==> config.mk <==
export PLATFORM = sky130hd
export DESIGN_NAME = terminal_event_counter_io
export DESIGN_NICKNAME = d
export VERILOG_FILES = /design/src/hdl/terminal_event_counter_io.v
export VERILOG_INCLUDE_DIRS = /design/src /design/src/hdl
export SDC_FILE = /design/constraint.sdc
export NUM_CORES = 1
export LEC_CHECK = 0
export ABC_AREA = 0
export BUFFER_PORTS_ARGS = -buffer_cell sky130_fd_sc_hd__buf_2
export CAP_MARGIN = 0
export CORE_AREA = 2 2 139 141
export DETAILED_ROUTE_END_ITERATION = 8
export DIE_AREA = 0 0 141 143
export PLACE_DENSITY = 0.8
export SLEW_MARGIN = 0
export SYNTH_ARGS = -nofsm -noshare
export SYNTH_HDL_FRONTEND = slang
export SYNTH_SLANG_ARGS = --single-unit
==> constraint.sdc <==
create_clock -name ref_clk -period 4.58 [get_ports ref_clk]
set_input_delay 0.229 -clock ref_clk [delete_from_list [all_inputs] [get_ports ref_clk]]
set_output_delay 0.229 -clock ref_clk [all_outputs]
set_load 0.03 [all_outputs]
==> src/hdl/event_counter_defs.vh <==
`ifndef EVENT_COUNTER_DEFS_VH
`define EVENT_COUNTER_DEFS_VH

// Serial register addresses
`define ADDR_IN_FN_FIRST      16'h0201
`define ADDR_IN_FN_SIXTH      16'h0206
`define ADDR_OUT_FN_FIRST     16'h020D
`define ADDR_OUT_FN_FOURTH    16'h0210
`define ADDR_OUT_POLARITY     16'h0212
`define ADDR_TERMINAL_COUNT   16'h0213
`define ADDR_PRELIM_COUNT     16'h0214
`define ADDR_IN_STATE_MAP     16'h0232
`define ADDR_OUT_STATE_MAP    16'h0233
`define ADDR_RUNNING_COUNT    16'h2109

// Fieldbus object of the running count
`define FB_INDEX_COUNT        16'h2022
`define FB_SUBINDEX_COUNT     8'h02

// Function codes
`define FN_PRELIM_REACHED     8'h11
`define FN_TERMINAL_REACHED   8'h12
`define FN_COUNT_CLEAR        8'h16
`define FN_COUNT_EVENT        8'h17

// Reset values
`define RST_POLARITY          16'h0000
`define RST_COUNT_CMP         16'h0000
`define RST_FN                8'h00
`define RST_WORD              16'h0000

`define NUM_IN                6
`define NUM_OUT               4
`define IDX_EVENT_IN          5

`endif

==> src/hdl/terminal_event_counter_io.v <==
`timescale 1ns/10ps
`include "event_counter_defs.vh"

module terminal_event_counter_io (
  // Clock and reset
  input  wire        ref_clk,
  input  wire        rst,
  // Input terminals, asynchronous pins
  input  wire [5:0]  input_terminal,
  // Output terminals
  output reg  [3:0]  output_terminal,
  // Serial register port
  input  wire        reg_wr_en,
  input  wire        reg_rd_en,
  input  wire [15:0] reg_addr,
  input  wire [15:0] reg_wr_data,
  output reg  [15:0] reg_rd_data,
  output reg         reg_rd_valid,
  // Fieldbus object read port
  input  wire        fb_rd_en,
  input  wire [15:0] fb_index,
  input  wire [7:0]  fb_subindex,
  output reg  [15:0] fb_rd_data,
  output reg         fb_rd_valid,
  output reg         fb_rd_error
);

  wire [5:0]  in_sync_ff;
  reg         event_prev_ff;
  reg  [15:0] polarity_ff;
  reg  [15:0] terminal_cmp_ff;
  reg  [15:0] prelim_cmp_ff;
  reg  [7:0]  in_fn_ff [0:5];
  reg  [7:0]  out_fn_ff [0:3];
  reg  [15:0] count_ff;
  reg         term_hit_ff;
  reg         prelim_hit_ff;
  reg  [15:0] nxt_count;
  reg         nxt_term_hit;
  reg         nxt_prelim_hit;
  reg         clear_req;
  wire [3:0]  out_level;
  reg  [15:0] rd_word;
  wire        count_enable;
  wire        count_event;
  wire [15:0] count_plus;
  integer     i;

  // Pins pass two flops before any logic looks at them
  pin_sync #(.WIDTH(`NUM_IN)) u_pin_sync (
    .ref_clk    (ref_clk),
    .rst        (rst),
    .pin_async  (input_terminal),
    .pin_synced (in_sync_ff)
  );

  // Last synced level of the event pin, so both edges can be seen
  always @(posedge ref_clk) begin
    if (rst) begin
      event_prev_ff <= 1'b0;
    end else begin
      event_prev_ff <= in_sync_ff[`IDX_EVENT_IN];
    end
  end

  assign count_enable = (terminal_cmp_ff != `RST_COUNT_CMP);
  assign count_event  = (in_fn_ff[`IDX_EVENT_IN] == `FN_COUNT_EVENT) &&
                        (in_sync_ff[`IDX_EVENT_IN] != event_prev_ff);
  assign count_plus   = count_ff + 16'h0001;

  always @* begin
    clear_req = 1'b0;
    for (i = 0; i < `IDX_EVENT_IN; i = i + 1) begin
      if ((in_fn_ff[i] == `FN_COUNT_CLEAR) && in_sync_ff[i]) begin
        clear_req = 1'b1;
      end
    end
  end

  // Clear wins over a count event in the same cycle; prelim flag holds until the cycle restarts, terminal flag until the next event
  always @* begin
    nxt_count      = count_ff;
    nxt_term_hit   = term_hit_ff;
    nxt_prelim_hit = prelim_hit_ff;
    if (clear_req) begin
      nxt_count      = `RST_WORD;
      nxt_term_hit   = 1'b0;
      nxt_prelim_hit = 1'b0;
    end else if (!count_enable) begin
      nxt_term_hit   = 1'b0;
      nxt_prelim_hit = 1'b0;
    end else if (count_event) begin
      nxt_term_hit = 1'b0;
      if (count_plus >= terminal_cmp_ff) begin
        nxt_count      = `RST_WORD;
        nxt_term_hit   = 1'b1;
        nxt_prelim_hit = 1'b0;
      end else begin
        nxt_count = count_plus;
        if (count_plus == prelim_cmp_ff) begin
          nxt_prelim_hit = 1'b1;
        end
      end
    end
  end

  always @(posedge ref_clk) begin
    if (rst) begin
      count_ff      <= `RST_WORD;
      term_hit_ff   <= 1'b0;
      prelim_hit_ff <= 1'b0;
    end else begin
      count_ff      <= nxt_count;
      term_hit_ff   <= nxt_term_hit;
      prelim_hit_ff <= nxt_prelim_hit;
    end
  end

  // Configuration writes; read-only addresses ignore writes
  always @(posedge ref_clk) begin
    if (rst) begin
      polarity_ff     <= `RST_POLARITY;
      terminal_cmp_ff <= `RST_COUNT_CMP;
      prelim_cmp_ff   <= `RST_COUNT_CMP;
      for (i = 0; i < `NUM_IN; i = i + 1) begin
        in_fn_ff[i] <= `RST_FN;
      end
      for (i = 0; i < `NUM_OUT; i = i + 1) begin
        out_fn_ff[i] <= `RST_FN;
      end
    end else if (reg_wr_en) begin
      if (reg_addr == `ADDR_OUT_POLARITY) begin
        polarity_ff <= reg_wr_data;
      end else if (reg_addr == `ADDR_TERMINAL_COUNT) begin
        terminal_cmp_ff <= reg_wr_data;
      end else if (reg_addr == `ADDR_PRELIM_COUNT) begin
        prelim_cmp_ff <= reg_wr_data;
      end else if ((reg_addr >= `ADDR_IN_FN_FIRST) && (reg_addr <= `ADDR_IN_FN_SIXTH)) begin
        in_fn_ff[reg_addr[2:0] - 3'd1] <= reg_wr_data[7:0];
      end else if ((reg_addr >= `ADDR_OUT_FN_FIRST) && (reg_addr <= `ADDR_OUT_FN_FOURTH)) begin
        out_fn_ff[reg_addr[1:0] - 2'd1] <= reg_wr_data[7:0];
      end
    end
  end

  // One drive stage per output; other function codes leave the output inactive at its polarity level
  out_drive u_out_drive_one (
    .fn_code    (out_fn_ff[0]),
    .invert     (polarity_ff[0]),
    .term_hit   (term_hit_ff),
    .prelim_hit (prelim_hit_ff),
    .level      (out_level[0])
  );

  out_drive u_out_drive_two (
    .fn_code    (out_fn_ff[1]),
    .invert     (polarity_ff[1]),
    .term_hit   (term_hit_ff),
    .prelim_hit (prelim_hit_ff),
    .level      (out_level[1])
  );

  out_drive u_out_drive_three (
    .fn_code    (out_fn_ff[2]),
    .invert     (polarity_ff[2]),
    .term_hit   (term_hit_ff),
    .prelim_hit (prelim_hit_ff),
    .level      (out_level[2])
  );

  out_drive u_out_drive_four (
    .fn_code    (out_fn_ff[3]),
    .invert     (polarity_ff[3]),
    .term_hit   (term_hit_ff),
    .prelim_hit (prelim_hit_ff),
    .level      (out_level[3])
  );

  always @(posedge ref_clk) begin
    if (rst) begin
      output_terminal <= polarity_ff[3:0];
    end else begin
      // Registered so the pins never show a decode glitch
      output_terminal <= out_level;
    end
  end

  always @* begin
    rd_word = `RST_WORD;
    if (reg_addr == `ADDR_RUNNING_COUNT) begin
      rd_word = count_ff;
    end else if (reg_addr == `ADDR_OUT_POLARITY) begin
      rd_word = polarity_ff;
    end else if (reg_addr == `ADDR_TERMINAL_COUNT) begin
      rd_word = terminal_cmp_ff;
    end else if (reg_addr == `ADDR_PRELIM_COUNT) begin
      rd_word = prelim_cmp_ff;
    end else if (reg_addr == `ADDR_IN_STATE_MAP) begin
      rd_word = {10'h000, in_sync_ff};
    end else if (reg_addr == `ADDR_OUT_STATE_MAP) begin
      rd_word = {12'h000, output_terminal ^ polarity_ff[3:0]};
    end else if ((reg_addr >= `ADDR_IN_FN_FIRST) && (reg_addr <= `ADDR_IN_FN_SIXTH)) begin
      rd_word = {8'h00, in_fn_ff[reg_addr[2:0] - 3'd1]};
    end else if ((reg_addr >= `ADDR_OUT_FN_FIRST) && (reg_addr <= `ADDR_OUT_FN_FOURTH)) begin
      rd_word = {8'h00, out_fn_ff[reg_addr[1:0] - 2'd1]};
    end
  end

  always @(posedge ref_clk) begin
    if (rst) begin
      reg_rd_data  <= `RST_WORD;
      reg_rd_valid <= 1'b0;
      fb_rd_data   <= `RST_WORD;
      fb_rd_valid  <= 1'b0;
      fb_rd_error  <= 1'b0;
    end else begin
      reg_rd_valid <= reg_rd_en;
      if (reg_rd_en) begin
        reg_rd_data <= rd_word;
      end
      fb_rd_valid <= fb_rd_en;
      fb_rd_error <= 1'b0;
      if (fb_rd_en) begin
        if ((fb_index == `FB_INDEX_COUNT) && (fb_subindex == `FB_SUBINDEX_COUNT)) begin
          fb_rd_data <= count_ff;
        end else begin
          fb_rd_data  <= `RST_WORD;
          fb_rd_error <= 1'b1;
        end
      end
    end
  end

endmodule // terminal_event_counter_io

module pin_sync #(
  parameter WIDTH = 1
) (
  // Clock and reset
  input  wire             ref_clk,
  input  wire             rst,
  // Raw pins and their synchronised copy
  input  wire [WIDTH-1:0] pin_async,
  output wire [WIDTH-1:0] pin_synced
);

  // Only the second stage leaves, so no logic sees a metastable level
  reg  [WIDTH-1:0] meta_ff;
  reg  [WIDTH-1:0] sync_ff;

  always @(posedge ref_clk) begin
    if (rst) begin
      meta_ff <= {WIDTH{1'b0}};
      sync_ff <= {WIDTH{1'b0}};
    end else begin
      meta_ff <= pin_async;
      sync_ff <= meta_ff;
    end
  end

  assign pin_synced = sync_ff;

endmodule // pin_sync

module out_drive (
  // Configuration
  input  wire [7:0] fn_code,
  input  wire       invert,
  // Counter flags
  input  wire       term_hit,
  input  wire       prelim_hit,
  // Pin level after polarity
  output wire       level
);

  wire              active;

  // Codes other than the two counter ones leave the output off here
  assign active = ((fn_code == `FN_TERMINAL_REACHED) && term_hit) ||
                  ((fn_code == `FN_PRELIM_REACHED) && prelim_hit);
  assign level  = active ^ invert;

endmodule // out_drive

Yosys cells after proc, flatten, opt, wreduce, memory -nomap -nowiden. Memories as Yosys holds them, arrays and structs flattened. Cells that the tools add are included. Widths: inputs -> output; s select.

Flip-flop bits (word level): 118. Latch bits: 0. Bits in writable memories: 80. Bits in read-only memories: 0. Word-level logic and storage cells: 134. Memories kept: 2.

Memories: in_fn_ff (depth 6, width 8, read ports 7, clocked after Yosys merged registers in 0, wr ports 6, line terminal_event_counter_io.v:33) `reg [7:0] in_fn_ff [0:5];`; out_fn_ff (depth 4, width 8, read ports 5, clocked after Yosys merged registers in 0, wr ports 4, line terminal_event_counter_io.v:34) `reg [7:0] out_fn_ff [0:3];`.

Add/subtract/negate cells: 3. $mul: 0. Div/mod/pow operators: 0. $lt $le $gt $ge: 5. Eq/ne operators: 24. Shifts and indexed selects: 0. Muxes and demuxes: 43. Bitwise gates (word level): 9. Reductions and logical operators: 33.

Operator list (count): $eq 8x5->1 const B (14); $mux 16 (6); $eq 16x10->1 const B (5); $mux 8 (6); $eq 16x14->1 const B (2); $ge 16x10->1 const B (2); $le 16x10->1 const B (2); $mux 1 (28); $logic_and 1x1->1 (17); $add 16x1->16 const B (1); $eq 16x16->1 (1); $ge 16x16->1 (1); $reduce_bool 16->1 (1); $reduce_or 8->1 (2); $eq 8x2->1 const B (1); $reduce_and 2->1 (3); $logic_or 1x1->1 (4); $mux 4 (1); $not 1->1 (4); $reduce_and 4->1 (1); $reduce_or 2->1 (2); $xor 1x1->1 (4); $xor 4x4->4 (1); $mux 3 (1); 7 further kinds (7).

Logic depth before layout (Yosys ltp). Gate-level depths: netlist (run 1).

Word-level depth: 12. Depth in mapped cells: 14. Gate-level depth less buffers: 12.

Hierarchy. Synthesis (run 1) repeated with hierarchy kept, for this count alone.

Cell total of the unflattened synthesis: 1108. Area total of the unflattened synthesis: 11039.3 um2.

By module, submodules not included: terminal_event_counter_io (instances 1, cells an instance 1063, area each 10477.5 um2, sequential area each 5004.8 um2); pin_sync (instances 1, cells an instance 25, area each 366.6 um2, sequential area each 240.2 um2); out_drive (instances 4, cells an instance 5, area each 48.8 um2, sequential area each 0.0 um2).

Worst setup path before layout (run 1). OpenSTA, ideal clock, no wires.

Path type: flip-flop to flip-flop. Start point: reg count_ff[1]. End point: reg count_ff[2]. Setup time: 70 ps. Data arrival time: 3154 ps. Setup slack: 1356 ps. Cell stages (with the launch flop): 15. Buffers on the path: 2. Period minus slack after synthesis: 3224 ps. Cell sequence: dfxtp_1 ha_1 and3_1 buf_2 nand4_1 nor2_1 xnor2_1 ha_1 a21o_1 a21oi_1 o31ai_1 or3_1 buf_2 or3b_1 a21oi_1.

Cells in the longest elaborated chain, start to end: 3.

RTL lines: from (decl) (line terminal_event_counter_io.v:35) `reg [15:0] count_ff;`; from (signal assigned) (line terminal_event_counter_io.v:109) `` count_ff <= `RST_WORD; ``; from (signal assigned) (line terminal_event_counter_io.v:113) `count_ff <= nxt_count;`; $add 16x1->16 * (line terminal_event_counter_io.v:69) `assign count_plus = count_ff + 16'h0001;`; $ge 16x16->1 (line terminal_event_counter_io.v:94) `if (count_plus >= terminal_cmp_ff) begin`; $mux 16 * (line terminal_event_counter_io.v:94).

Every way passes the cells marked *; elsewhere a longest branch is shown, timed or not. A chain may end at the register's enable or synchronous reset.

Worst setup path after layout (run 1).
Start point: reg count_ff[0]. End point: reg count_ff[2].

Same word-level chain as after synthesis.

==> metrics.md, run 1 <==
| Metric | Value |
|---|---|
| Outcome | `complete, no violations` |
| Worst R2R Setup Slack | `770 ps` |
| Full die area | `0.0202 sq mm` |
| Clock power frac | `44.3%` |
| DP Wirelength | `22500 um` |
| Sw frac | `23.1%` |
| RSZ-0062 raised after global routing | `false` |
| Post-cts sizing count | `0` |
| Synth Register Bits | `214` |
| Startpoint Class | `flop` |
| Pwr dens | `337 mW/mm^2` |
| Fin. Hold Viols | `0` |
| Ports | `106` |
| Worst-path cell chain | `ha_1 -> and3_1 -> nand4_1 -> nor2_1 -> xnor2_1 -> ha_1 -> a21o_1 -> a21oi_1 -> o31ai_1 -> or3_1 -> or3b_1 -> a21oi_1` |
| DP Worst Slack | `818 ps` |
| Clk sinks | `214` |
| Total Wirelength | `31300 um` |
| Vias in the first global route | `8654` |
| Longest Clk Path Bufs | `3` |
| Port buffer count | `105` |
| DRC Markers | `0` |
| CTS Root Buffer Type | `clkbuf_16` |
| Crit. End Element | `flop` |
| Post-synth top flop | `dfxtp_1` |
| Post-synthesis sequential area ratio | `47.6%` |
| Max-slew violations | `0` |
| Layout area overhead | `13.4%` |
| Filler cells | `1419` |
| CP startpoint | `count_ff[0]` |
| Async SR Flop Fraction | `0%` |
| Die Wd | `141 um` |
| Post-synth net total | `1216` |
| Starting Density | `59.3%` |
| Max-cap viol count | `0` |
| R2r startpoint | `count_ff[0]` |
| Pin count of the biggest net entering global routing | `66` |
| Clock insertion delay at the later pin of the skew report | `520 ps` |
| Fmax | `262 MHz` |
| Top-area cell type share of the netlist area | `26.2%` |
| Minimum clock period | `3810 ps` |
| Slew Limit Headroom | `22.4%` |
| R2R cell count | `12` |
| Yosys cell types | `75` |
| Highest-delay cell along the critical path | `dfxtp_1` |
| Routed wire per std cell | `21.4 um` |
| Hold WC Path Type | `in -> reg` |
| Cell Area, Synth | `0.0110 sq mm` |
| Die height | `143 um` |
| TritonCTS clock tree | `done` |
| CP delay by family, top | `simple AND/OR/NAND/NOR gates` |
| Number of synthesized flops with an enable pin | `96` |
| # setup viols final | `0` |
| Layout cell share with drive strength beyond 1 | `16.7%` |
| Clock transition at the registers of the reported paths | `60 ps` |
| R2R Path End | `count_ff[2]` |
| Synth area leaders | `edfxtp_1 26%, dfxtp_1 21%, nand2_1 5.3%, mux4_2 4.9%, a21oi_1 3.5%` |
| Setup CP Type | `reg -> reg` |
| Inst Count DP | `1406` |
| Logic gate share of total power | `6.6%` |
| Via density | `6.40` |
| Crit path largest cell delay | `560 ps` |
| Leading area contributor after synthesis | `edfxtp_1` |
| Reg power frac | `49.1%` |
| Layout net count | `1300` |
| Initial DRC count | `1088` |
| Max VDD drop | `0.000343 V` |
| First-pass GRT wire length | `48300 um` |
| Worst Path Max Fanout | `11` |
| DR vias | `9361` |
| NetSw | `0.000970 W` |
| TritonCTS Buffers | `23` |
| Grt ovf | `0` |
| CP Buf/Inv Count | `0` |
| Stages on worst setup path | `12` |
| Post-route ant nets | `0` |
| Worst Path Required | `5030 ps` |
| Cell count after synthesis | `1127` |
| Lkg Pwr | `4.63 nW` |
| Synthesis warning total | `0` |
| Synth Area per Inst | `9.78 sq um` |
| GRT Overall Usage | `30.9%` |
| Setup TNS | `0 ps` |
| Clk_skew | `13.4 ps` |
| Pint | `0.00324 W` |
| H-tree levels | `1` |
| Worst Setup EP | `count_ff[2]` |
| Floorplan row count | `50` |
| Post-Layout Cell Count | `1462` |
| Fin crit share | `83.3%` |
| Core Box Area | `0.0186 sq mm` |
| Ant diodes | `0` |
| Final WS setup | `766 ps` |
| Arrival time worst endpoint | `4270 ps` |
| Worst-margin pin slew | `1150 ps` |
| Initial antenna violation count | `0` |
| Routability cong. | `0.949` |
| Drt first pass iters | `5` |
## placed cells by master, fill, tap and decap left out, types with 5 or more instances in the layout
master,Yosys,final
ha_1,22,22
nand4_1,11,11
nor2b_1,26,26
and3_1,14,14
and4_1,8,8
dlygate4sd3_1,0,14
and2_1,48,48
nor4b_1,15,15
or3_1,8,8
buf_2,19,104
xnor2_1,22,22
nand3_1,51,51
mux4_2,24,24
nand3b_1,8,8
a21oi_1,76,76
a21o_1,5,5
o21ai_0,25,25
a221oi_1,8,8
nor4_2,5,5
xor2_1,12,12
buf_4,5,11
clkbuf_16,0,23
o22ai_1,11,11
clkbuf_1,43,6
o211ai_1,5,5
nor4_1,11,11
nor2_1,76,76
mux2i_1,22,22
nor3_1,24,24
a31oi_1,10,10
dfxtp_1,118,118
nand2_1,156,156
nand2b_1,22,22
a211oi_1,8,8
inv_1,39,39
edfxtp_1,96,96
## registers in the layout (all words and copies together), names as in the netlist
register and cells:
in_fn_ff 64, out_fn_ff 32, count_ff 16, fb_rd_data 16, polarity_ff 16, prelim_cmp_ff 16
reg_rd_data 16, terminal_cmp_ff 16, u_pin_sync.meta_ff 6, u_pin_sync.pin_synced 6, output_terminal 4, event_prev_ff 1
fb_rd_error 1, fb_rd_valid 1, prelim_hit_ff 1, reg_rd_valid 1, term_hit_ff 1
## kinds of logic after synthesis
| kind of cell | share of synthesized area (%) |
|---|---|
| AO/OA/AOI/OAI | 11.4 |
| XOR/XNOR | 3.05 |
| adder cells (fa/ha/maj) | 2.50 |
| buffers and inverters | 4.13 |
| flip-flops | 47.6 |
| multiplexers | 7.11 |
| AND/OR/NAND/NOR | 24.3 |
## per-layer routing
layer,GRT usage (%),vias to the layer above,wire (um)
li1,-,4255,-
met3,6.34,78,3770
met4,7.21,0,781
met5,0,-,0
met1,44.3,4409,12900
met2,48.7,619,13800
## tightest hold or removal path, cell delays in order
cell and delay [ps]:
buf_2 180, nand3_1 110, a21oi_1 50
## worst min-delay path by stage
stage | cells past startpoint | slack, ps | endpoint | start
after global placement | 1 | 420 | u_pin_sync.pin_synced[2] | u_pin_sync.meta_ff[2]
after detailed placement | 1 | 430 | u_pin_sync.pin_synced[1] | u_pin_sync.meta_ff[1]
after floorplan | 1 | 360 | u_pin_sync.meta_ff[0] | input_terminal[0]
after global routing | 3 | 110 | polarity_ff[0] | reg_wr_data[0]
final | 3 | 100 | prelim_cmp_ff[15] | reg_wr_en
after CTS | 3 | 90 | prelim_cmp_ff[15] | reg_wr_en
## power groups by stage
stage	clock network, W	registers (W)	logic [W]
5_1_grt	0.00194	0.00207	0.000293
6_report	0.00186	0.00207	0.000278
4_1_cts	0.00186	0.00206	0.000272
2_1_floorplan	0	0.00210	0.000156
3_5_place_dp	0	0.00211	0.000261
3_3_place_gp	0	0.00210	0.000256
## through the flow
stage | hold slack, ps | utilization, % | total power (W) | cell area, sq um
after floorplan | 357 | - | 0.00226 | 11000
after global placement | 417 | 62.5 | 0.00236 | 11600
after detailed placement | 427 | 62.5 | 0.00237 | 11600
after CTS | 91.1 | 67.3 | 0.00420 | 12500
after global routing | 113 | 67.3 | 0.00430 | 12500
final | 100 | 67.3 | 0.00421 | 12500
## synth_stat cells, types with 10 or more instances
master,n
mux4_2,24
nor3_1,24
mux2i_1,22
a21oi_1,76
xor2_1,12
nand2_1,156
xnor2_1,22
buf_2,19
nand4_1,11
nand2b_1,22
and2_1,48
o22ai_1,11
and3_1,14
nand3_1,51
nor2b_1,26
dfxtp_1,118
edfxtp_1,96
a31oi_1,10
o21ai_0,25
inv_1,39
ha_1,22
nor4_1,11
nor4b_1,15
nor2_1,76
clkbuf_1,43
## repair_timing
item	in CTS	in global routing
endpoints found under the hold margin	29	0
buffers inserted	0	0
hold buffers	14	0
## final cells by class
| type | count | area [sq um] | share of cell area, % |
|---|---|---|---|
| clock buffer | 32 | 639 | 5.11 |
| clock inverter | 10 | 110 | 0.881 |
| inverter | 40 | 150 | 1.20 |
| multi-input combinational | 803 | 5320 | 42.6 |
| sequential | 214 | 5250 | 42.0 |
| tap | 234 | 293 | 2.34 |
| timing repair buffer | 129 | 743 | 5.94 |
Power figures use the tool's default switching activity.
==> run 2, diff against run 1 <==
--- a/config.mk
+++ b/config.mk
@@ -6,13 +6,13 @@
 export SDC_FILE = /design/constraint.sdc
 export NUM_CORES = 1
 export LEC_CHECK = 0
-export ABC_AREA = 0
+export ABC_AREA = 1
 export BUFFER_PORTS_ARGS = -buffer_cell sky130_fd_sc_hd__buf_2
 export CAP_MARGIN = 0
 export CORE_AREA = 2 2 139 141
 export DETAILED_ROUTE_END_ITERATION = 8
 export DIE_AREA = 0 0 141 143
-export PLACE_DENSITY = 0.8
+export PLACE_DENSITY = 0.79
 export SLEW_MARGIN = 0
 export SYNTH_ARGS = -nofsm -noshare
 export SYNTH_HDL_FRONTEND = slang
==> constraint.sdc (replaced) <==
create_clock -name ref_clk -period 3.9 [get_ports ref_clk]
set_input_delay 0.195 -clock ref_clk [delete_from_list [all_inputs] [get_ports ref_clk]]
set_output_delay 0.195 -clock ref_clk [all_outputs]
set_load 0.03 [all_outputs]
==> run 2 against run 1 <==
Net effect:
- clock power increased by 15%
- via count rose by 10%
- flip-flop and latch count did not move
- sequential share of layout area fell by 0.067 points
- hold slack worse by 88 ps
- utilization is 0.11 points higher
- total power grew 18%
- critical path depth rose by 7
- die area stayed put
- clock skew grew 5.4 ps
- maximum frequency up 13%
- largest cell class is now flip-flops and latches
==> metrics.md, run 2 <==
| Metric | Value |
|---|---|
| Post-synth net total | `1486 (was 1216)` |
| Number of synthesized flops with an enable pin | `96 (unchanged)` |
| Synthesis warning total | `0 (unchanged)` |
| R2R Path End | `count_ff[8] (was count_ff[2])` |
| Max VDD drop | `0.000346 V (was 0.000343 V)` |
| Top-area cell type share of the netlist area | `26.3% (was 26.2%)` |
| Pint | `0.00377 W (was 0.00324 W)` |
| DP Wirelength | `23000 um (was 22500 um)` |
| Highest-delay cell along the critical path | `dfxtp_1 (unchanged)` |
| Stages on worst setup path | `19 (was 12)` |
| Async SR Flop Fraction | `0% (unchanged)` |
| CTS Root Buffer Type | `clkbuf_16 (unchanged)` |
| Initial DRC count | `1366 (was 1088)` |
| Fmax | `297 MHz (was 262 MHz)` |
| Final WS setup | `538 ps (was 766 ps)` |
| Setup CP Type | `reg -> reg (unchanged)` |
| Min-Delay Path Depth | `3 (unchanged)` |
| Layout cell share with drive strength beyond 1 | `13.1% (was 16.7%)` |
| Clk_skew | `18.8 ps (was 13.4 ps)` |
| Post-cts sizing count | `0 (unchanged)` |
| Starting Density | `59.0% (was 59.3%)` |
| CTS Hold Buffers Added | `15 (was 14)` |
| Minimum clock period | `3360 ps (was 3810 ps)` |
| RSZ-0062 raised after global routing | `false (unchanged)` |
| TritonCTS Buffers | `23 (unchanged)` |
| Cell with the most instances after synthesis | `nand2_1 (unchanged)` |
| Cell Area, Synth | `0.0110 sq mm (about the same)` |
| GRT Overall Usage | `31.3% (was 30.9%)` |
| Clock insertion delay at the later pin of the skew report | `520 ps (about the same)` |
| Worst R2R Setup Slack | `540 ps (was 770 ps)` |
| CP Buf/Inv Count | `4 (was 0)` |
| Arrival time worst endpoint | `3770 ps (was 4270 ps)` |
| Worst hold slack | `12.4 ps (was 100 ps)` |
| Hold endpoint | `terminal_cmp_ff[12] (was prelim_cmp_ff[15])` |
| DP Worst Slack | `630 ps (was 818 ps)` |
| Min-Delay Startpoint | `reg_wr_data[12] (was reg_wr_en)` |
| Area after DPL | `0.0116 sq mm (about the same)` |
| Fin crit share | `86.2% (was 83.3%)` |
| Register area | `0.00525 sq mm (unchanged)` |
| Pwr dens | `395 mW/mm^2 (was 337 mW/mm^2)` |
| Worst-path cell chain | `ha_1 -> nand3_1 -> inv_2 -> nand3_1 -> nor2_1 -> nand2_1 -> nand2_1 -> nand2_1 -> ha_1 -> nand2_1 -> inv_1 -> nand3_1 -> inv_1 -> a21oi_1 -> nand3_1 -> nor2_2 -> buf_4 -> nand2_1 -> a21oi_1 (was ha_1 -> and3_1 -> nand4_1 -> nor2_1 -> xnor2_1 -> ha_1 -> a21o_1 -> a21oi_1 -> o31ai_1 -> or3_1 -> or3b_1 -> a21oi_1)` |
| NetSw | `0.00118 W (was 0.000970 W)` |
| Pin count of the biggest net entering global routing | `67 (was 66)` |
| Logic gate share of total power | `7.7% (was 6.6%)` |
| Filler cells | `1547 (was 1419)` |
| Drt first pass iters | `6 (was 5)` |
| Most repeated library cell on the critical path | `nand2_1` |
| Max-cap viol count | `0 (unchanged)` |
| Largest registers | `in_fn_ff (64), out_fn_ff (32) (unchanged)` |
| Commonest non-fill, non-tap cell in the layout | `nand2_1 (unchanged)` |
| Reg with most FFs | `in_fn_ff (unchanged)` |
| CP startpoint | `count_ff[0] (unchanged)` |
| Die height | `143 um (unchanged)` |
| Leading area contributor after synthesis | `edfxtp_1 (unchanged)` |
| Reg power frac | `49.1% (about the same)` |
| Post-synthesis sequential area ratio | `47.9% (was 47.6%)` |
| Port buffer count | `105 (unchanged)` |
| Ports | `106 (unchanged)` |
| Ant diodes | `0 (unchanged)` |
| Crit path largest cell delay | `640 ps (was 560 ps)` |
| Clock transition at the registers of the reported paths | `60 ps (about the same)` |
| R2r startpoint | `count_ff[0] (unchanged)` |
| R2R cell count | `19 (was 12)` |
| First-pass GRT wire length | `49600 um (was 48300 um)` |
| Commonest non-fill, non-tap cells in the layout | `267 x nand2_1, 194 x inv_1, 152 x nor2_1 (was 156 x nand2_1, 118 x dfxtp_1, 104 x buf_2)` |
| Layout area overhead | `14.3% (was 13.4%)` |
| Outcome | `complete, no violations (unchanged)` |
| Longest Clk Path Bufs | `3 (unchanged)` |
| # setup viols final | `0 (unchanged)` |
| DR vias | `10300 (was 9361)` |
| Final core utilization | `67.4% (was 67.3%)` |
| CP delay by family, top | `simple AND/OR/NAND/NOR gates (unchanged)` |
| Crit. End Element | `flop (unchanged)` |
| Cell count after synthesis | `1397 (was 1127)` |
| Core Box Area | `0.0186 sq mm (unchanged)` |
| Sw frac | `23.8% (was 23.1%)` |
| Synth Register Bits | `214 (unchanged)` |
| Initial antenna violation count | `0 (unchanged)` |
| Clock power frac | `43.2% (was 44.3%)` |
| Max reg flops | `64 (unchanged)` |
| Floorplan row count | `50 (unchanged)` |
| Routability cong. | `0.963 (was 0.949)` |
| Vias in the first global route | `9506 (was 8654)` |
| Multi-input logic area | `0.00469 sq mm (was 0.00532 sq mm)` |
| Setup TNS | `0 ps (unchanged)` |
| Yosys cell types | `47 (was 75)` |
| Lkg Pwr | `5.20 nW (was 4.63 nW)` |
| Postcts setup bufs | `0 (unchanged)` |
| Fin. Hold Viols | `0 (unchanged)` |
| Synth area leaders | `edfxtp_1 26%, dfxtp_1 22%, nand2_1 9.1%, inv_1 6.6%, o21ai_0 5.5% (was edfxtp_1 26%, dfxtp_1 21%, nand2_1 5.3%, mux4_2 4.9%, a21oi_1 3.5%)` |
| Post-route ant nets | `0 (unchanged)` |
| Post-synth top cells | `267 x nand2_1, 194 x inv_1, 152 x nor2_1 (was 156 x nand2_1, 118 x dfxtp_1, 96 x edfxtp_1)` |
| Routed wire per std cell | `18.1 um (was 21.4 um)` |
| Worst Path Max Fanout | `14 (was 11)` |
| Full die area | `0.0202 sq mm (unchanged)` |
| Slew Limit Headroom | `17.9% (was 22.4%)` |
| Startpoint Class | `flop (unchanged)` |
| Layout net count | `1589 (was 1300)` |
| TritonCTS clock tree | `done (unchanged)` |
| Worst Path Required | `4310 ps (was 5030 ps)` |
| Design area | `0.0125 sq mm (about the same)` |
| H-tree levels | `1 (unchanged)` |
| Hold WC Path Type | `in -> reg (unchanged)` |
| Post-synth top flop | `dfxtp_1 (unchanged)` |
| Die Wd | `141 um (unchanged)` |
| Max-slew violations | `0 (unchanged)` |
| Synth Area per Inst | `7.84 sq um (was 9.78 sq um)` |
| Worst-margin pin slew | `1230 ps (was 1150 ps)` |
| Total Wirelength | `31700 um (was 31300 um)` |
| Clk sinks | `214 (unchanged)` |
| Grt ovf | `0 (unchanged)` |
| Via density | `5.89 (was 6.40)` |
| DRC Markers | `0 (unchanged)` |
[run 2: cell types whose count changed after synthesis, sizes merged, moves of 24 or more]
cell,previous run,this run
a21oi,76,109
mux4,24,0
and2,48,1
nor2,77,168
inv,39,201
o21ai,27,125
nor2b,26,0
nand2,157,274
[run 2: logic make-up after synthesis]
family          synth area share [%]
flops                           47.9
buf+inv                         9.30
xor+xnor                        1.28
compound gates                  14.4
simple gates                    24.6
fa+ha+maj                       2.51
[run 2: power groups by stage]
stage                     Combinational, W  Clock (W)  Sequential, W
final                             0.000381    0.00213        0.00243
after global routing              0.000413    0.00222        0.00243
after CTS                         0.000373    0.00214        0.00243
after detailed placement          0.000358          0        0.00248
after global placement            0.000353          0        0.00247
after floorplan                   0.000202          0        0.00249
[run 2: worst max path at each step]
stage                          end  slack [ps]
floorplan           in_fn_ff[7][0]         800
global placement       count_ff[8]         750
detailed placement     count_ff[8]         630
CTS                    count_ff[8]         600
global route           count_ff[8]         150
finish                 count_ff[8]         540
[run 2: layer usage]
layer	up-vias	global-route usage, %	wire, um
met5	-	0	0
met2	584	48.2	13800
li1	4861	-	-
met1	4791	45.5	13700
met3	76	4.80	3200
met4	0	11.0	977
[run 2: worst reg2reg max path, stage by stage (launching register included)]
cell and delay (ps):
dfxtp_1 640, ha_1 310, nand3_1 130, inv_2 140
nand3_1 110, nor2_1 140, nand2_1 70, nand2_1 70
nand2_1 90, ha_1 280, nand2_1 70, inv_1 40
nand3_1 70, inv_1 50, a21oi_1 160, nand3_1 130
nor2_2 310, buf_4 240, nand2_1 80, a21oi_1 130
[run 2: final cells by class]
class / count / share of cell area [%]
flip-flops and latches: 214 / 41.9
multi-input cells: 922 / 37.5
repair buffers: 136 / 6.35
inverters: 203 / 6.09
clock buffers: 35 / 5.37
well taps: 234 / 2.34
clock inverters: 7 / 0.500
[run 2: stage by stage]
| stage | total power [W] | instances |
|---|---|---|
| finish | 0.00495 | 1751 |
| CTS | 0.00494 | 1751 |
| floorplan | 0.00269 | 1397 |
| detailed placement | 0.00283 | 1694 |
| global route | 0.00507 | 1751 |
| global placement | 0.00283 | 1694 |
==> run 3, diff against run 2 <==
--- a/config.mk
+++ b/config.mk
@@ -6,13 +6,14 @@
 export SDC_FILE = /design/constraint.sdc
 export NUM_CORES = 1
 export LEC_CHECK = 0
-export ABC_AREA = 1
+export ABC_AREA = 0
 export BUFFER_PORTS_ARGS = -buffer_cell sky130_fd_sc_hd__buf_2
 export CAP_MARGIN = 0
 export CORE_AREA = 2 2 139 141
 export DETAILED_ROUTE_END_ITERATION = 8
 export DIE_AREA = 0 0 141 143
-export PLACE_DENSITY = 0.79
+export GPL_TIMING_DRIVEN = 0
+export PLACE_DENSITY = 0.8
 export SLEW_MARGIN = 0
 export SYNTH_ARGS = -nofsm -noshare
 export SYNTH_HDL_FRONTEND = slang
==> run 3 against run 2 <==
Net effect:
- flip-flop and latch count stayed put
- largest cell class is now multi-input gates
- hold slack better by 52 ps
- highest routed layer unchanged
- via count is 6.2% lower
- clock power is 12% higher
==> metrics.md, run 3 (same netlist as run 1, synthesis figures left out) <==
| Metric | Value |
|---|---|
| Outcome | `complete, no violations (unchanged)` |
| Commonest non-fill, non-tap cells in the layout | `156 x nand2_1, 117 x dfxtp_1, 115 x buf_2 (was 267 x nand2_1, 194 x inv_1, 152 x nor2_1)` |
| Arrival time worst endpoint | `4160 ps (was 3770 ps)` |
| RSZ-0062 raised after global routing | `false (unchanged)` |
| CTS Root Buffer Type | `clkbuf_16 (unchanged)` |
| DP Wirelength | `24600 um (was 23000 um)` |
| Worst Path Max Fanout | `9 (was 14)` |
| Min-Delay Path Depth | `3 (unchanged)` |
| Min-Delay Startpoint | `reg_wr_en (was reg_wr_data[12])` |
| Worst Path Required | `4350 ps (was 4310 ps)` |
| GRT Overall Usage | `32.6% (was 31.3%)` |
| R2R Path End | `count_ff[2] (was count_ff[8])` |
| # setup viols final | `0 (unchanged)` |
| Total Wirelength | `33000 um (was 31700 um)` |
| Fin crit share | `95.1% (was 86.2%)` |
| Ant diodes | `0 (unchanged)` |
| Max-slew violations | `0 (unchanged)` |
| Worst-margin pin slew | `1200 ps (was 1230 ps)` |
| Routed wire per std cell | `21.8 um (was 18.1 um)` |
| Pwr dens | `401 mW/mm^2 (was 395 mW/mm^2)` |
| Layout area overhead | `16.3% (was 14.3%)` |
| Worst-path cell chain | `buf_2 -> nand4_2 -> nor3_4 -> nand3_1 -> xnor2_2 -> ha_1 -> a21o_1 -> a21o_1 -> a21oi_1 -> o31ai_1 -> or3_1 -> buf_2 -> or3b_1 -> a21oi_1 (was ha_1 -> nand3_1 -> inv_2 -> nand3_1 -> nor2_1 -> nand2_1 -> nand2_1 -> nand2_1 -> ha_1 -> nand2_1 -> inv_1 -> nand3_1 -> inv_1 -> a21oi_1 -> nand3_1 -> nor2_2 -> buf_4 -> nand2_1 -> a21oi_1)` |
| Drt first pass iters | `6 (unchanged)` |
| Die height | `143 um (unchanged)` |
| Vias in the first global route | `9083 (was 9506)` |
| Largest registers | `in_fn_ff (64), out_fn_ff (32) (unchanged)` |
| Crit. End Element | `flop (unchanged)` |
| Setup CP Type | `reg -> reg (unchanged)` |
| Area after DPL | `0.0118 sq mm (was 0.0116 sq mm)` |
| Grt ovf | `0 (unchanged)` |
| First-pass GRT wire length | `50400 um (was 49600 um)` |
| Max reg flops | `64 (unchanged)` |
| TritonCTS clock tree | `done (unchanged)` |
| Lkg Pwr | `4.80 nW (was 5.20 nW)` |
| Minimum clock period | `3710 ps (was 3360 ps)` |
| R2R cell count | `14 (was 19)` |
| Routability cong. | `0.976 (was 0.963)` |
| Max VDD drop | `0.000405 V (was 0.000346 V)` |
| Initial antenna violation count | `0 (unchanged)` |
| Hold endpoint | `prelim_cmp_ff[15] (was terminal_cmp_ff[12])` |
| Design area | `0.0128 sq mm (was 0.0125 sq mm)` |
| Layout cell share with drive strength beyond 1 | `17.3% (was 13.1%)` |
| Floorplan row count | `50 (unchanged)` |
| Commonest non-fill, non-tap cell in the layout | `nand2_1 (unchanged)` |
| Slew Limit Headroom | `19.1% (was 17.9%)` |
| Startpoint Class | `flop (unchanged)` |
| Clk sinks | `214 (unchanged)` |
| Post-Layout Cell Count | `1516 (was 1751)` |
| Final core utilization | `69.0% (was 67.4%)` |
| Starting Density | `59.3% (was 59.0%)` |
| Crit path largest cell delay | `370 ps (was 640 ps)` |
| Post-route ant nets | `0 (unchanged)` |
| Final WS setup | `191 ps (was 538 ps)` |
| Port buffer count | `96 (was 105)` |
| Via density | `6.38 (was 5.89)` |
| H-tree levels | `1 (unchanged)` |
| Die Wd | `141 um (unchanged)` |
| DR vias | `9676 (was 10300)` |
| Fmax | `270 MHz (was 297 MHz)` |
| Clk_skew | `10.4 ps (was 18.8 ps)` |
| Longest Clk Path Bufs | `3 (unchanged)` |
| Clock insertion delay at the later pin of the skew report | `530 ps (was 520 ps)` |
| Reg with most FFs | `in_fn_ff (unchanged)` |
| R2r startpoint | `count_ff[0] (unchanged)` |
| DP Worst Slack | `-135 ps (was 630 ps)` |
| Pin count of the biggest net entering global routing | `16 (was 67)` |
| Hold WC Path Type | `in -> reg (unchanged)` |
| Core Box Area | `0.0186 sq mm (unchanged)` |
| Worst R2R Setup Slack | `190 ps (was 540 ps)` |
| DRC Markers | `0 (unchanged)` |
| Filler cells | `1455 (was 1547)` |
| Initial DRC count | `1089 (was 1366)` |
| Inst Count DP | `1457 (was 1694)` |
| Fin. Hold Viols | `0 (unchanged)` |
| Max-cap viol count | `0 (unchanged)` |
| Layout net count | `1354 (was 1589)` |
| Highest-delay cell along the critical path | `dfxtp_1 (unchanged)` |
| Full die area | `0.0202 sq mm (unchanged)` |
| Ports | `106 (unchanged)` |
| Clock transition at the registers of the reported paths | `70 ps (was 60 ps)` |
| CP startpoint | `count_ff[0] (unchanged)` |
| TritonCTS Buffers | `23 (unchanged)` |
[run 3: worst max-delay path by stage]
stage | to | slack (ps)
after floorplan | count_ff[2] | 680
after global placement | count_ff[7] | -50
after detailed placement | count_ff[4] | -140
after CTS | count_ff[2] | 10
after global routing | count_ff[2] | 20
final | count_ff[2] | 190
[run 3: repair_timing]
item / 4_1_cts / 5_1_grt
hold buffers: 15 / 0
buffers inserted: 0 / 2
hold endpoints to repair: 31 / 0
pin swaps: 1 / 0
endpoints found under the setup margin: 10 / 13
gates resized for setup: 1 / 5
[run 3: area by class of cell]
cell class                 count  area [sq um]  share of cell area (%)
tap                          234           293                    2.28
clock buffer                  28           636                    4.96
buffer                        70           307                    2.39
sequential                   214          5250                    40.9
multi-input combinational    803          5350                    41.7
inverter                      40           150                    1.17
timing repair buffer         113           646                    5.04
clock inverter                14           198                    1.54
[run 3: power by group]
group / switching [W] / internal, W
Combinational: 0.000207 / 0.000130
Sequential: 0.0000374 / 0.00239
Clock: 0.000938 / 0.00144
[run 3: through the flow]
stage / hold slack [ps] / power, W / setup TNS (ps)
floorplan: 323 / 0.00265 / 0
global placement: 404 / 0.00278 / -314
detailed placement: 410 / 0.00279 / -1190
CTS: 39.2 / 0.00515 / 0
global route: 58.1 / 0.00526 / 0
finish: 64.3 / 0.00515 / 0
[run 3: worst max-delay path, delay by kind of cell, from the launching register on]
kind | cells | cell delay [ps]
xor+xnor | 1 | 200
fa+ha+maj | 1 | 300
flops | 1 | 370
compound gates | 5 | 860
buf+inv | 2 | 410
simple gates | 5 | 1490
[run 3: per-layer routing]
metal / GRT usage (%) / vias to the layer above / wire, um
li1: - / 4356 / -
met1: 45.9 / 4588 / 13100
met2: 51.1 / 656 / 14700
met3: 6.74 / 76 / 4100
met4: 10.4 / 0 / 1080
met5: 0 / - / 0
